<file path="src/shared/mfit_params.svh">
`ifndef MFIT_PARAMS_SVH
`define MFIT_PARAMS_SVH

// ---------------------------------------------------------------------------
// register offsets (byte addresses on the plain register port)
// ---------------------------------------------------------------------------
`define MFIT_OFS_TBCTRL      8'h00
`define MFIT_OFS_IRQCTRL     8'h01
`define MFIT_OFS_SUBEN       8'h02
`define MFIT_OFS_SUBFLAG     8'h03

// ---------------------------------------------------------------------------
// timebase_control fields and reset value
// ---------------------------------------------------------------------------
`define MFIT_TBC_RESET       8'h37
`define MFIT_TBC_RUN         7
`define MFIT_TBC_CKSEL       6
`define MFIT_TBC_P1_HI       5
`define MFIT_TBC_P1_LO       4
`define MFIT_TBC_LOWPWR      3
`define MFIT_TBC_P0_HI       2
`define MFIT_TBC_P0_LO       0

// ---------------------------------------------------------------------------
// irq control register fields
// ---------------------------------------------------------------------------
`define MFIT_IC_GEN          0
`define MFIT_IC_GRP_EN       1
`define MFIT_IC_TB0_EN       2
`define MFIT_IC_TB1_EN       3
`define MFIT_IC_GRP_FLAG     4
`define MFIT_IC_TB0_FLAG     5
`define MFIT_IC_TB1_FLAG     6

// ---------------------------------------------------------------------------
// vectors and timing counts
// ---------------------------------------------------------------------------
`define MFIT_VEC_GROUPED     8'h18
`define MFIT_SYS_DIV         4
`define MFIT_TB0_BASE_LOG2   8
`define MFIT_TB1_BASE_LOG2   12
`define MFIT_TB_CNT_W        15

`endif

</file>
<file path="src/shared/mfit_pkg.sv">
package mfit_pkg;

  // ---------------------------------------------------------------------------
  // vector selection presented to the core
  // ---------------------------------------------------------------------------
  typedef enum logic [1:0] {
    VEC_NONE,
    VEC_GROUPED,
    VEC_TB0,
    VEC_TB1
  } mfit_vec_e;

  // grouped sub-source bits, used for flags and enables alike
  typedef struct packed {
    logic low_supply;
    logic memory_cycle;
    logic comparator;
    logic periph_edge;
    logic conv_done;
  } mfit_sub_s;

  // raw on-chip source signals
  typedef struct packed {
    logic       conv_done;
    logic       memory_cycle_done;
    logic       low_supply;
    logic       periph_edge_input;
    logic [1:0] comparator_out;
  } mfit_src_s;

endpackage : mfit_pkg

</file>
<file path="src/rtl/mfit_interval_div.sv">
`timescale 1ns/1ps
`include "mfit_params.svh"

module mfit_interval_div #(
  parameter int CNT_W = `MFIT_TB_CNT_W
) (
  // clock and reset
  input  wire logic       ref_clk,
  input  wire logic       nrst,
  // control
  input  wire logic       run,
  input  wire logic       tick,
  input  wire logic [2:0] period0,
  input  wire logic [1:0] period1,
  // overflow pulses
  output logic            ovf0,
  output logic            ovf1
);

  logic [CNT_W-1:0] cnt;
  logic [CNT_W-1:0] next_cnt;
  logic [CNT_W-1:0] mask0;
  logic [CNT_W-1:0] mask1;
  logic             next_ovf0;
  logic             next_ovf1;

  // ---------------------------------------------------------------------------
  // shared divider: both periods are powers of two, so one counter serves both
  // ---------------------------------------------------------------------------
  always_comb
  begin
    mask0     = CNT_W'((1 << (`MFIT_TB0_BASE_LOG2 + 32'(period0))) - 1);
    mask1     = CNT_W'((1 << (`MFIT_TB1_BASE_LOG2 + 32'(period1))) - 1);
    next_cnt  = cnt;
    next_ovf0 = 1'b0;
    next_ovf1 = 1'b0;
    if (!run)
      next_cnt = '0;
    else if (tick)
    begin
      next_cnt  = cnt + CNT_W'(1);
      next_ovf0 = (next_cnt & mask0) == '0;
      next_ovf1 = (next_cnt & mask1) == '0;
    end
  end

  always_ff @(posedge ref_clk)
  begin
    if (!nrst)
    begin
      cnt  <= '0;
      ovf0 <= 1'b0;
      ovf1 <= 1'b0;
    end
    else
    begin
      cnt  <= next_cnt;
      ovf0 <= next_ovf0;
      ovf1 <= next_ovf1;
    end
  end

  // ---------------------------------------------------------------------------
  // checks
  // ---------------------------------------------------------------------------
  property p_stopped_quiet;
    @(posedge ref_clk) disable iff (!nrst)
    (!run ##1 !run) |-> (!ovf0 && !ovf1);
  endproperty
  a_stopped_quiet: assert property (p_stopped_quiet)
    else $error("interval divider overflowed while stopped");

endmodule : mfit_interval_div

</file>
<file path="src/rtl/mfit_irq_top.sv">
`timescale 1ns/1ps
`include "mfit_params.svh"


module mfit_irq_top #(
  parameter logic [7:0] VEC_TB0_ADDR = 8'h1C,
  parameter logic [7:0] VEC_TB1_ADDR = 8'h20
) (
  // clock and reset
  input  wire logic               ref_clk,
  input  wire logic               nrst,
  // register port
  input  wire logic [7:0]         addr,
  input  wire logic [7:0]         wr_data,
  input  wire logic               wr_en,
  input  wire logic               rd_en,
  output logic      [7:0]         rd_data,
  // on-chip sources
  input  wire mfit_pkg::mfit_src_s src,
  input  wire logic               interval_clock,
  // core interrupt sequencing
  input  wire logic               stack_full,
  input  wire logic               irq_ack,
  input  wire logic               halted,
  output logic                    irq_req,
  output logic      [7:0]         irq_addr,
  output logic                    wake_req,
  // oscillator control
  output logic                    slow_crystal_low_power
);

  // ---------------------------------------------------------------------------
  // state
  // ---------------------------------------------------------------------------
  logic [7:0]          timebase_control;
  logic                global_irq_enable;
  logic                grouped_irq_enable;
  logic                interval0_enable;
  logic                interval1_enable;
  logic                grouped_irq_flag;
  logic                interval0_flag;
  logic                interval1_flag;
  mfit_pkg::mfit_sub_s sub_en;
  mfit_pkg::mfit_sub_s sub_flag;
  mfit_pkg::mfit_vec_e irq_vec;
  logic                periph_prev;
  logic [1:0]          cmp_prev;
  logic                ick_prev;
  logic [1:0]          pre_cnt;

  logic [7:0]          next_timebase_control;
  logic                next_global_irq_enable;
  logic                next_grouped_irq_enable;
  logic                next_interval0_enable;
  logic                next_interval1_enable;
  logic                next_grouped_irq_flag;
  logic                next_interval0_flag;
  logic                next_interval1_flag;
  mfit_pkg::mfit_sub_s next_sub_en;
  mfit_pkg::mfit_sub_s next_sub_flag;
  mfit_pkg::mfit_vec_e next_irq_vec;
  logic                next_irq_req;
  logic [7:0]          next_irq_addr;
  logic                next_wake_req;
  logic [7:0]          next_rd_data;
  logic [1:0]          next_pre_cnt;

  logic                tb_tick;
  logic                ovf0;
  logic                ovf1;
  mfit_pkg::mfit_sub_s ev_sub;
  logic                grp_ev;
  logic                took;
  logic                pend_grp;
  logic                pend_tb0;
  logic                pend_tb1;
  logic [7:0]          old_flags;
  logic [7:0]          new_flags;

  // ---------------------------------------------------------------------------
  // interval clock source and divider
  // ---------------------------------------------------------------------------
  // dedicated clock is an ordinary synchronous input, counted on its rising edge
  always_comb
  begin
    next_pre_cnt = pre_cnt + 2'd1;
    if (timebase_control[`MFIT_TBC_CKSEL])
      tb_tick = pre_cnt == 2'(`MFIT_SYS_DIV - 1);
    else
      tb_tick = interval_clock && !ick_prev;
  end

  mfit_interval_div u_div (
    .ref_clk (ref_clk),
    .nrst    (nrst),
    .run     (timebase_control[`MFIT_TBC_RUN]),
    .tick    (tb_tick),
    .period0 (timebase_control[`MFIT_TBC_P0_HI:`MFIT_TBC_P0_LO]),
    .period1 (timebase_control[`MFIT_TBC_P1_HI:`MFIT_TBC_P1_LO]),
    .ovf0    (ovf0),
    .ovf1    (ovf1)
  );

  // ---------------------------------------------------------------------------
  // source events
  // ---------------------------------------------------------------------------
  always_comb
  begin
    ev_sub              = '0;
    ev_sub.conv_done    = src.conv_done;
    ev_sub.periph_edge  = periph_prev && !src.periph_edge_input;
    ev_sub.comparator   = |(cmp_prev ^ src.comparator_out);
    ev_sub.memory_cycle = src.memory_cycle_done;
    ev_sub.low_supply   = src.low_supply;
    // only enabled sub-sources reach the grouped flag
    grp_ev              = |(ev_sub & sub_en);
  end

  // ---------------------------------------------------------------------------
  // flags, enables and service clears
  // ---------------------------------------------------------------------------
  // hardware sets win over a software write or an automatic clear
  always_comb
  begin
    took                    = irq_req && irq_ack;
    next_timebase_control   = timebase_control;
    next_global_irq_enable  = global_irq_enable;
    next_grouped_irq_enable = grouped_irq_enable;
    next_interval0_enable   = interval0_enable;
    next_interval1_enable   = interval1_enable;
    next_grouped_irq_flag   = grouped_irq_flag;
    next_interval0_flag     = interval0_flag;
    next_interval1_flag     = interval1_flag;
    next_sub_en             = sub_en;
    next_sub_flag           = sub_flag;
    if (wr_en)
    begin
      unique case (addr)
        `MFIT_OFS_TBCTRL:  next_timebase_control = wr_data;
        `MFIT_OFS_IRQCTRL:
        begin
          next_global_irq_enable  = wr_data[`MFIT_IC_GEN];
          next_grouped_irq_enable = wr_data[`MFIT_IC_GRP_EN];
          next_interval0_enable   = wr_data[`MFIT_IC_TB0_EN];
          next_interval1_enable   = wr_data[`MFIT_IC_TB1_EN];
          next_grouped_irq_flag   = wr_data[`MFIT_IC_GRP_FLAG];
          next_interval0_flag     = wr_data[`MFIT_IC_TB0_FLAG];
          next_interval1_flag     = wr_data[`MFIT_IC_TB1_FLAG];
        end
        `MFIT_OFS_SUBEN:   next_sub_en   = mfit_pkg::mfit_sub_s'(wr_data[4:0]);
        // software clears sub flags itself, or pre-sets them to mask wake
        `MFIT_OFS_SUBFLAG: next_sub_flag = mfit_pkg::mfit_sub_s'(wr_data[4:0]);
        default: ;
      endcase
    end
    if (took)
    begin
      next_global_irq_enable = 1'b0;
      unique case (irq_vec)
        mfit_pkg::VEC_GROUPED: next_grouped_irq_flag = 1'b0;
        mfit_pkg::VEC_TB0:     next_interval0_flag   = 1'b0;
        mfit_pkg::VEC_TB1:     next_interval1_flag   = 1'b0;
        mfit_pkg::VEC_NONE:    ;
      endcase
    end
    next_sub_flag         = next_sub_flag | ev_sub;
    next_grouped_irq_flag = next_grouped_irq_flag | grp_ev;
    next_interval0_flag   = next_interval0_flag | ovf0;
    next_interval1_flag   = next_interval1_flag | ovf1;
  end

  // ---------------------------------------------------------------------------
  // vector request, wake and read data
  // ---------------------------------------------------------------------------
  // request drops the cycle after acceptance so one call is made per service
  always_comb
  begin
    pend_grp      = global_irq_enable && grouped_irq_enable && grouped_irq_flag;
    pend_tb0      = global_irq_enable && interval0_enable && interval0_flag;
    pend_tb1      = global_irq_enable && interval1_enable && interval1_flag;
    next_irq_req  = 1'b0;
    next_irq_vec  = mfit_pkg::VEC_NONE;
    next_irq_addr = 8'h00;
    if (!stack_full && !took)
    begin
      next_irq_req = pend_grp || pend_tb0 || pend_tb1;
      if (pend_grp)
      begin
        next_irq_vec  = mfit_pkg::VEC_GROUPED;
        next_irq_addr = `MFIT_VEC_GROUPED;
      end
      else if (pend_tb0)
      begin
        next_irq_vec  = mfit_pkg::VEC_TB0;
        next_irq_addr = VEC_TB0_ADDR;
      end
      else if (pend_tb1)
      begin
        next_irq_vec  = mfit_pkg::VEC_TB1;
        next_irq_addr = VEC_TB1_ADDR;
      end
    end
    old_flags     = {grouped_irq_flag, interval0_flag, interval1_flag, sub_flag};
    new_flags     = {next_grouped_irq_flag, next_interval0_flag, next_interval1_flag,
                     next_sub_flag};
    // interrupt enables play no part in wake-up; sub enables only through the grouped flag
    next_wake_req = halted && |(new_flags & ~old_flags);
    next_rd_data  = 8'h00;
    if (rd_en)
    begin
      unique case (addr)
        `MFIT_OFS_TBCTRL:  next_rd_data = timebase_control;
        `MFIT_OFS_IRQCTRL: next_rd_data = {1'b0, interval1_flag, interval0_flag,
                                           grouped_irq_flag, interval1_enable,
                                           interval0_enable, grouped_irq_enable,
                                           global_irq_enable};
        `MFIT_OFS_SUBEN:   next_rd_data = {3'b000, sub_en};
        `MFIT_OFS_SUBFLAG: next_rd_data = {3'b000, sub_flag};
        default:           next_rd_data = 8'h00;
      endcase
    end
  end

  // ---------------------------------------------------------------------------
  // registers
  // ---------------------------------------------------------------------------
  always_ff @(posedge ref_clk)
  begin
    if (!nrst)
    begin
      timebase_control       <= `MFIT_TBC_RESET;
      global_irq_enable      <= 1'b0;
      grouped_irq_enable     <= 1'b0;
      interval0_enable       <= 1'b0;
      interval1_enable       <= 1'b0;
      grouped_irq_flag       <= 1'b0;
      interval0_flag         <= 1'b0;
      interval1_flag         <= 1'b0;
      sub_en                 <= '0;
      sub_flag               <= '0;
      irq_vec                <= mfit_pkg::VEC_NONE;
      irq_req                <= 1'b0;
      irq_addr               <= 8'h00;
      wake_req               <= 1'b0;
      rd_data                <= 8'h00;
      slow_crystal_low_power <= 1'b0;
      periph_prev            <= 1'b1;
      cmp_prev               <= 2'b00;
      ick_prev               <= 1'b0;
      pre_cnt                <= 2'd0;
    end
    else
    begin
      timebase_control       <= next_timebase_control;
      global_irq_enable      <= next_global_irq_enable;
      grouped_irq_enable     <= next_grouped_irq_enable;
      interval0_enable       <= next_interval0_enable;
      interval1_enable       <= next_interval1_enable;
      grouped_irq_flag       <= next_grouped_irq_flag;
      interval0_flag         <= next_interval0_flag;
      interval1_flag         <= next_interval1_flag;
      sub_en                 <= next_sub_en;
      sub_flag               <= next_sub_flag;
      irq_vec                <= next_irq_vec;
      irq_req                <= next_irq_req;
      irq_addr               <= next_irq_addr;
      wake_req               <= next_wake_req;
      rd_data                <= next_rd_data;
      slow_crystal_low_power <= next_timebase_control[`MFIT_TBC_LOWPWR];
      periph_prev            <= src.periph_edge_input;
      cmp_prev               <= src.comparator_out;
      ick_prev               <= interval_clock;
      pre_cnt                <= next_pre_cnt;
    end
  end

  // ---------------------------------------------------------------------------
  // checks
  // ---------------------------------------------------------------------------
  property p_conv_sets;
    @(posedge ref_clk) disable iff (!nrst) src.conv_done |=> sub_flag.conv_done;
  endproperty
  a_conv_sets: assert property (p_conv_sets)
    else $error("conversion done did not set its flag");

  property p_grp_addr;
    @(posedge ref_clk) disable iff (!nrst)
    (irq_req && irq_vec == mfit_pkg::VEC_GROUPED) |-> irq_addr == 8'h18;
  endproperty
  a_grp_addr: assert property (p_grp_addr)
    else $error("grouped request not at address 18H");

  property p_sub_kept;
    @(posedge ref_clk) disable iff (!nrst)
    (irq_req && irq_ack && irq_vec == mfit_pkg::VEC_GROUPED && !wr_en)
      |=> (sub_flag == ($past(sub_flag) | $past(ev_sub))) && !global_irq_enable;
  endproperty
  a_sub_kept: assert property (p_sub_kept)
    else $error("grouped service disturbed sub flags or kept global enable");

  property p_tb_sets;
    @(posedge ref_clk) disable iff (!nrst) ovf0 |=> interval0_flag;
  endproperty
  a_tb_sets: assert property (p_tb_sets)
    else $error("interval0 overflow did not set its flag");

  property p_tb_clear;
    @(posedge ref_clk) disable iff (!nrst)
    (irq_req && irq_ack && irq_vec == mfit_pkg::VEC_TB0 && !ovf0 && !wr_en)
      |=> !interval0_flag && !irq_req;
  endproperty
  a_tb_clear: assert property (p_tb_clear)
    else $error("interval0 service did not clear flag");

  property p_stack_gate;
    @(posedge ref_clk) disable iff (!nrst) $rose(irq_req) |-> !$past(stack_full);
  endproperty
  a_stack_gate: assert property (p_stack_gate)
    else $error("request raised while stack full");

  property p_periph_edge;
    @(posedge ref_clk) disable iff (!nrst)
    $fell(src.periph_edge_input) |=> sub_flag.periph_edge;
  endproperty
  a_periph_edge: assert property (p_periph_edge)
    else $error("falling peripheral edge missed");

  property p_cmp_change;
    @(posedge ref_clk) disable iff (!nrst)
    (src.comparator_out != $past(src.comparator_out)) |=> sub_flag.comparator;
  endproperty
  a_cmp_change: assert property (p_cmp_change)
    else $error("comparator change missed");

  property p_wake;
    @(posedge ref_clk) disable iff (!nrst)
    ($past(halted) && $rose(sub_flag.conv_done)) |-> wake_req;
  endproperty
  a_wake: assert property (p_wake)
    else $error("flag rise did not wake the core");

endmodule : mfit_irq_top

</file>
<file path="config.mk">
export PLATFORM = sky130hd
export DESIGN_NAME = mfit_irq_top
export DESIGN_NICKNAME = d
export VERILOG_FILES = /design/src/shared/mfit_pkg.sv /design/src/rtl/mfit_interval_div.sv /design/src/rtl/mfit_irq_top.sv
export VERILOG_INCLUDE_DIRS = /design/src /design/src/shared
export SDC_FILE = /design/constraint.sdc
export NUM_CORES = 1
export LEC_CHECK = 0
export BUFFER_PORTS_ARGS = -buffer_cell sky130_fd_sc_hd__buf_2
export CAP_MARGIN = 15
export CELL_PAD_IN_SITES_DETAIL_PLACEMENT = 0
export CELL_PAD_IN_SITES_GLOBAL_PLACEMENT = 1
export CORE_ASPECT_RATIO = 1.4
export CORE_UTILIZATION = 37
export CTS_BUF_LIST = sky130_fd_sc_hd__clkbuf_4 sky130_fd_sc_hd__clkbuf_8
export CTS_CLUSTER_DIAMETER = 60
export DETAILED_ROUTE_END_ITERATION = 8
export GPL_TIMING_DRIVEN = 0
export PLACE_DENSITY_LB_ADDON = 0.2
export SLEW_MARGIN = 20
export SYNTH_ARGS = -nofsm -noshare
export SYNTH_HDL_FRONTEND = slang
export SYNTH_SLANG_ARGS = --single-unit
</file>
<file path="constraint.sdc">
create_clock -name ref_clk -period 2.9 [get_ports ref_clk]
set_clock_uncertainty 0.2 [all_clocks]
set_input_delay 0.145 -clock ref_clk [delete_from_list [all_inputs] [get_ports ref_clk]]
set_output_delay 0.145 -clock ref_clk [all_outputs]
set_load 0.01 [all_outputs]
</file>
==> metrics.cfg <==
[outcome]
outcome = completed

[synthesis]
avgSynthCellArea_um2 = 9.178
yosys_warnings = 0
netlist_top_cells_area = dfxtp_1, xnor2_1, mux2i_1, mux4_2, nor2b_1
ys_ff_latch = 63
postSynth.asyncResetShare_pct = 0
synthTopCellsByCount = dfxtp_1, nand2_1, nor2_1, xnor2_1, nor2b_1
synth.largest_area_cell = dfxtp_1
yosys.area.top_type_share_pct = 36.84
synthCells = 373
synthDistinctLibCells = 61
yosys.cell_count.top_type = dfxtp_1
ys_seq_area_share_pct = 36.84
synth_flop_cell = dfxtp_1
synth_edf_count = 0
syn-cell-area_mm2 = 0.003423

[layout]
fill_cells = 908
num_antenna_cells = 0
num-nets-final = 485
drive_gt1_share_pct = 21.93
areaGrowthSynthToFinish_pct = 22.55
final_area_mm2 = 0.004195

[place]
place_area_mm2 = 0.003779
hpwl_um = 6499
port-buffer-count = 42
routabilityCongestion = 0.8620
pre_cts_ws_ns = 0.4843

[clocking]
cts_sinks = 63
cts_post_setup_buffers_inserted = 0
cts.clk_slew.worst_paths_ns = 0.08
htreeDepth = 3
cts_root_buffer = clkbuf_8
postCtsResizedCells = 0
cts_made_buffers = 9
cts_hold_buf = 22
clock_latency_ns = 0.36
cts_tree = built
cts_buffer_depth = 2

[detailed_routing]
drt_iter0_drc = 120
remaining_drc_errors = 0
vias = 2891
routedWlPerCell_um = 15.29
via_per_inst = 5.135
dr.pass1.iters = 4
detail-route-antenna-nets = 0
wl_um = 8610

[hold_path]
hold_path_class = primary input to flop
worstHoldStart = nrst

[global_routing]
grt_max_degree = 13
overflow = 0
antenna_found_initial = 0
grt_pass1_wl_um = 14250
grt_pass1_vias = 2832
grt_util_all_layers_pct = 19.29

[setup_path]
crit_family = buffers and inverters
setup.worst_path.start = interval_clock
cp_data_required_time_ns = 2.93
crit_type = primary input to flop
path_buf_inv = 3
crit_slowest_cell = a21oi_1
cp-end-kind = flop
arrival_ns = 2.46
crit_fanout = 10
r2r_start = u_div.cnt[0]
cp_slowest_stage_delay_ns = 0.66
cp_cell_sequence = dlygate4sd3_1 -> buf_2 -> nor3b_1 -> a21oi_1 -> clkbuf_1 -> nand3b_1 -> xor2_1 -> nor2_1
critPathLaunchType = primary input

[power_and_ir_drop]
p_per_area_mw_per_mm2 = 429.3
peakVddDrop_mv = 0.3775
p_leak_nw = 1.705

[timing]
drv_slew = 0
fmax_mhz = 412.2
setup_tns_ns = 0
min_period_over_period_pct = 83.66
setup_viol_count_final = 0
fin_crit_ns = 2.426
worst_pin_slew_ns = 0.8523
maxSlewHeadroom_pct = 43.18
rsz0062_at_grt = no
finalHoldViolCount = 0
setup_ws_ns = 0.4739

[floorplanning]
start_util_pct = 38.13
io_pins = 49
die_h_um = 115.8
dieArea_mm2 = 0.009646
rows = 41
fp.dieW_um = 83.30
fp.coreArea_mm2 = 0.008977

[run]
max_cap_violations = 0

per-stage QoR:
| stage | utilization, % | cells | hold slack [ns] | power [mW] |
|---|---|---|---|---|
| 4_1_cts | 46.73 | 563 | 0.008278 | 1.819 |
| 2_1_floorplan | - | 376 | 0.04647 | 0.9715 |
| 5_1_grt | 46.73 | 563 | 0.04341 | 1.870 |
| 6_report | 46.73 | 563 | 0.002707 | 1.801 |
| 3_5_place_dp | 42.09 | 525 | 0.1701 | 1.021 |
| 3_3_place_gp | 42.09 | 525 | 0.1615 | 1.021 |
layer usage:
layer | share of wire (%) | routed length (um) | vias up | GRT usage, %
met5 | 0 | 0 | - | 0
li1 | - | - | 1460 | -
met3 | 3.1 | 268 | 17 | 3.846
met2 | 52 | 4495 | 62 | 36.56
met4 | 2.8 | 242 | 0 | 8.391
met1 | 42 | 3604 | 1352 | 20.79
sequential cells by signal, indices dropped and copies added, names as in the netlist, 2 cells and up:
signal            count
irq_addr              3
sub_en                5
irq_vec               2
rd_data               8
cmp_prev              2
u_div.cnt            15
timebase_control      8
old_flags             5
pre_cnt               2
layout by cell type (no fill, tap or decap), types with 3 or more instances in the layout:
cell | synthesis | routed
o21a_1 | 6 | 6
ha_1 | 4 | 4
and2_1 | 5 | 5
nand4_1 | 6 | 6
nor3b_1 | 6 | 6
conb_1 | 1 | 4
or3_1 | 4 | 4
buf_4 | 7 | 7
nor2b_1 | 18 | 18
nand2_1 | 29 | 29
dlygate4sd3_1 | 0 | 22
nand3_1 | 16 | 16
clkbuf_1 | 11 | 11
buf_2 | 0 | 42
dfxtp_1 | 63 | 63
a21oi_1 | 10 | 10
a31oi_1 | 6 | 6
xor2_1 | 5 | 5
nand2b_1 | 3 | 3
nor4_1 | 7 | 7
mux4_2 | 5 | 5
a21boi_0 | 6 | 6
clkbuf_8 | 7 | 16
mux2i_1 | 16 | 16
xnor2_1 | 19 | 19
nor3_1 | 13 | 13
inv_1 | 15 | 15
o21ai_0 | 10 | 10
nor2_1 | 27 | 27
o211ai_1 | 3 | 3
path summary, 6_finish.rpt:
| check | end | slack (ns) | cells after the start |
|---|---|---|---|
| setup / recovery | u_div.cnt[8] | 0.47 | 8 |
| hold / removal | periph_prev | 0.003 | 2 |
| setup reg to reg | u_div.ovf1 | 0.48 | 6 |
| hold reg to reg | pre_cnt[0] | 0.22 | 1 |
final cells by class:
cell class	count	area, um2	share of cell area [%]
Multi-Input combinational cell	270	1901	45.30
Sequential cell	63	1261	30.06
Timing Repair Buffer	64	430.4	10.26
Buffer	28	216.5	5.160
Tap cell	107	133.9	3.191
Clock buffer	9	123.9	2.953
Clock inverter	7	72.57	1.730
Inverter	15	56.30	1.342
kinds of logic (layout without fill, tap and decap cells):
group,Yosys count,count (layout),synth area share [%]
AND/OR/NAND/NOR,155,155,25.84
flip-flops,63,63,36.84
AO/OA/AOI/OAI,58,58,12.35
buffers and inverters,43,123,7.967
multiplexers,25,25,9.283
XOR/XNOR,24,24,6.140
adder cells (fa/ha/maj),4,4,1.462
other,1,4,0.1095
report_power, final:
group          leakage, nW  switching (mW)  internal [mW]
combinational         1.10          0.0646         0.0730
sequential           0.511         0.00807          0.877
clock               0.0956           0.381          0.398
(Power assumes the default switching activity.)
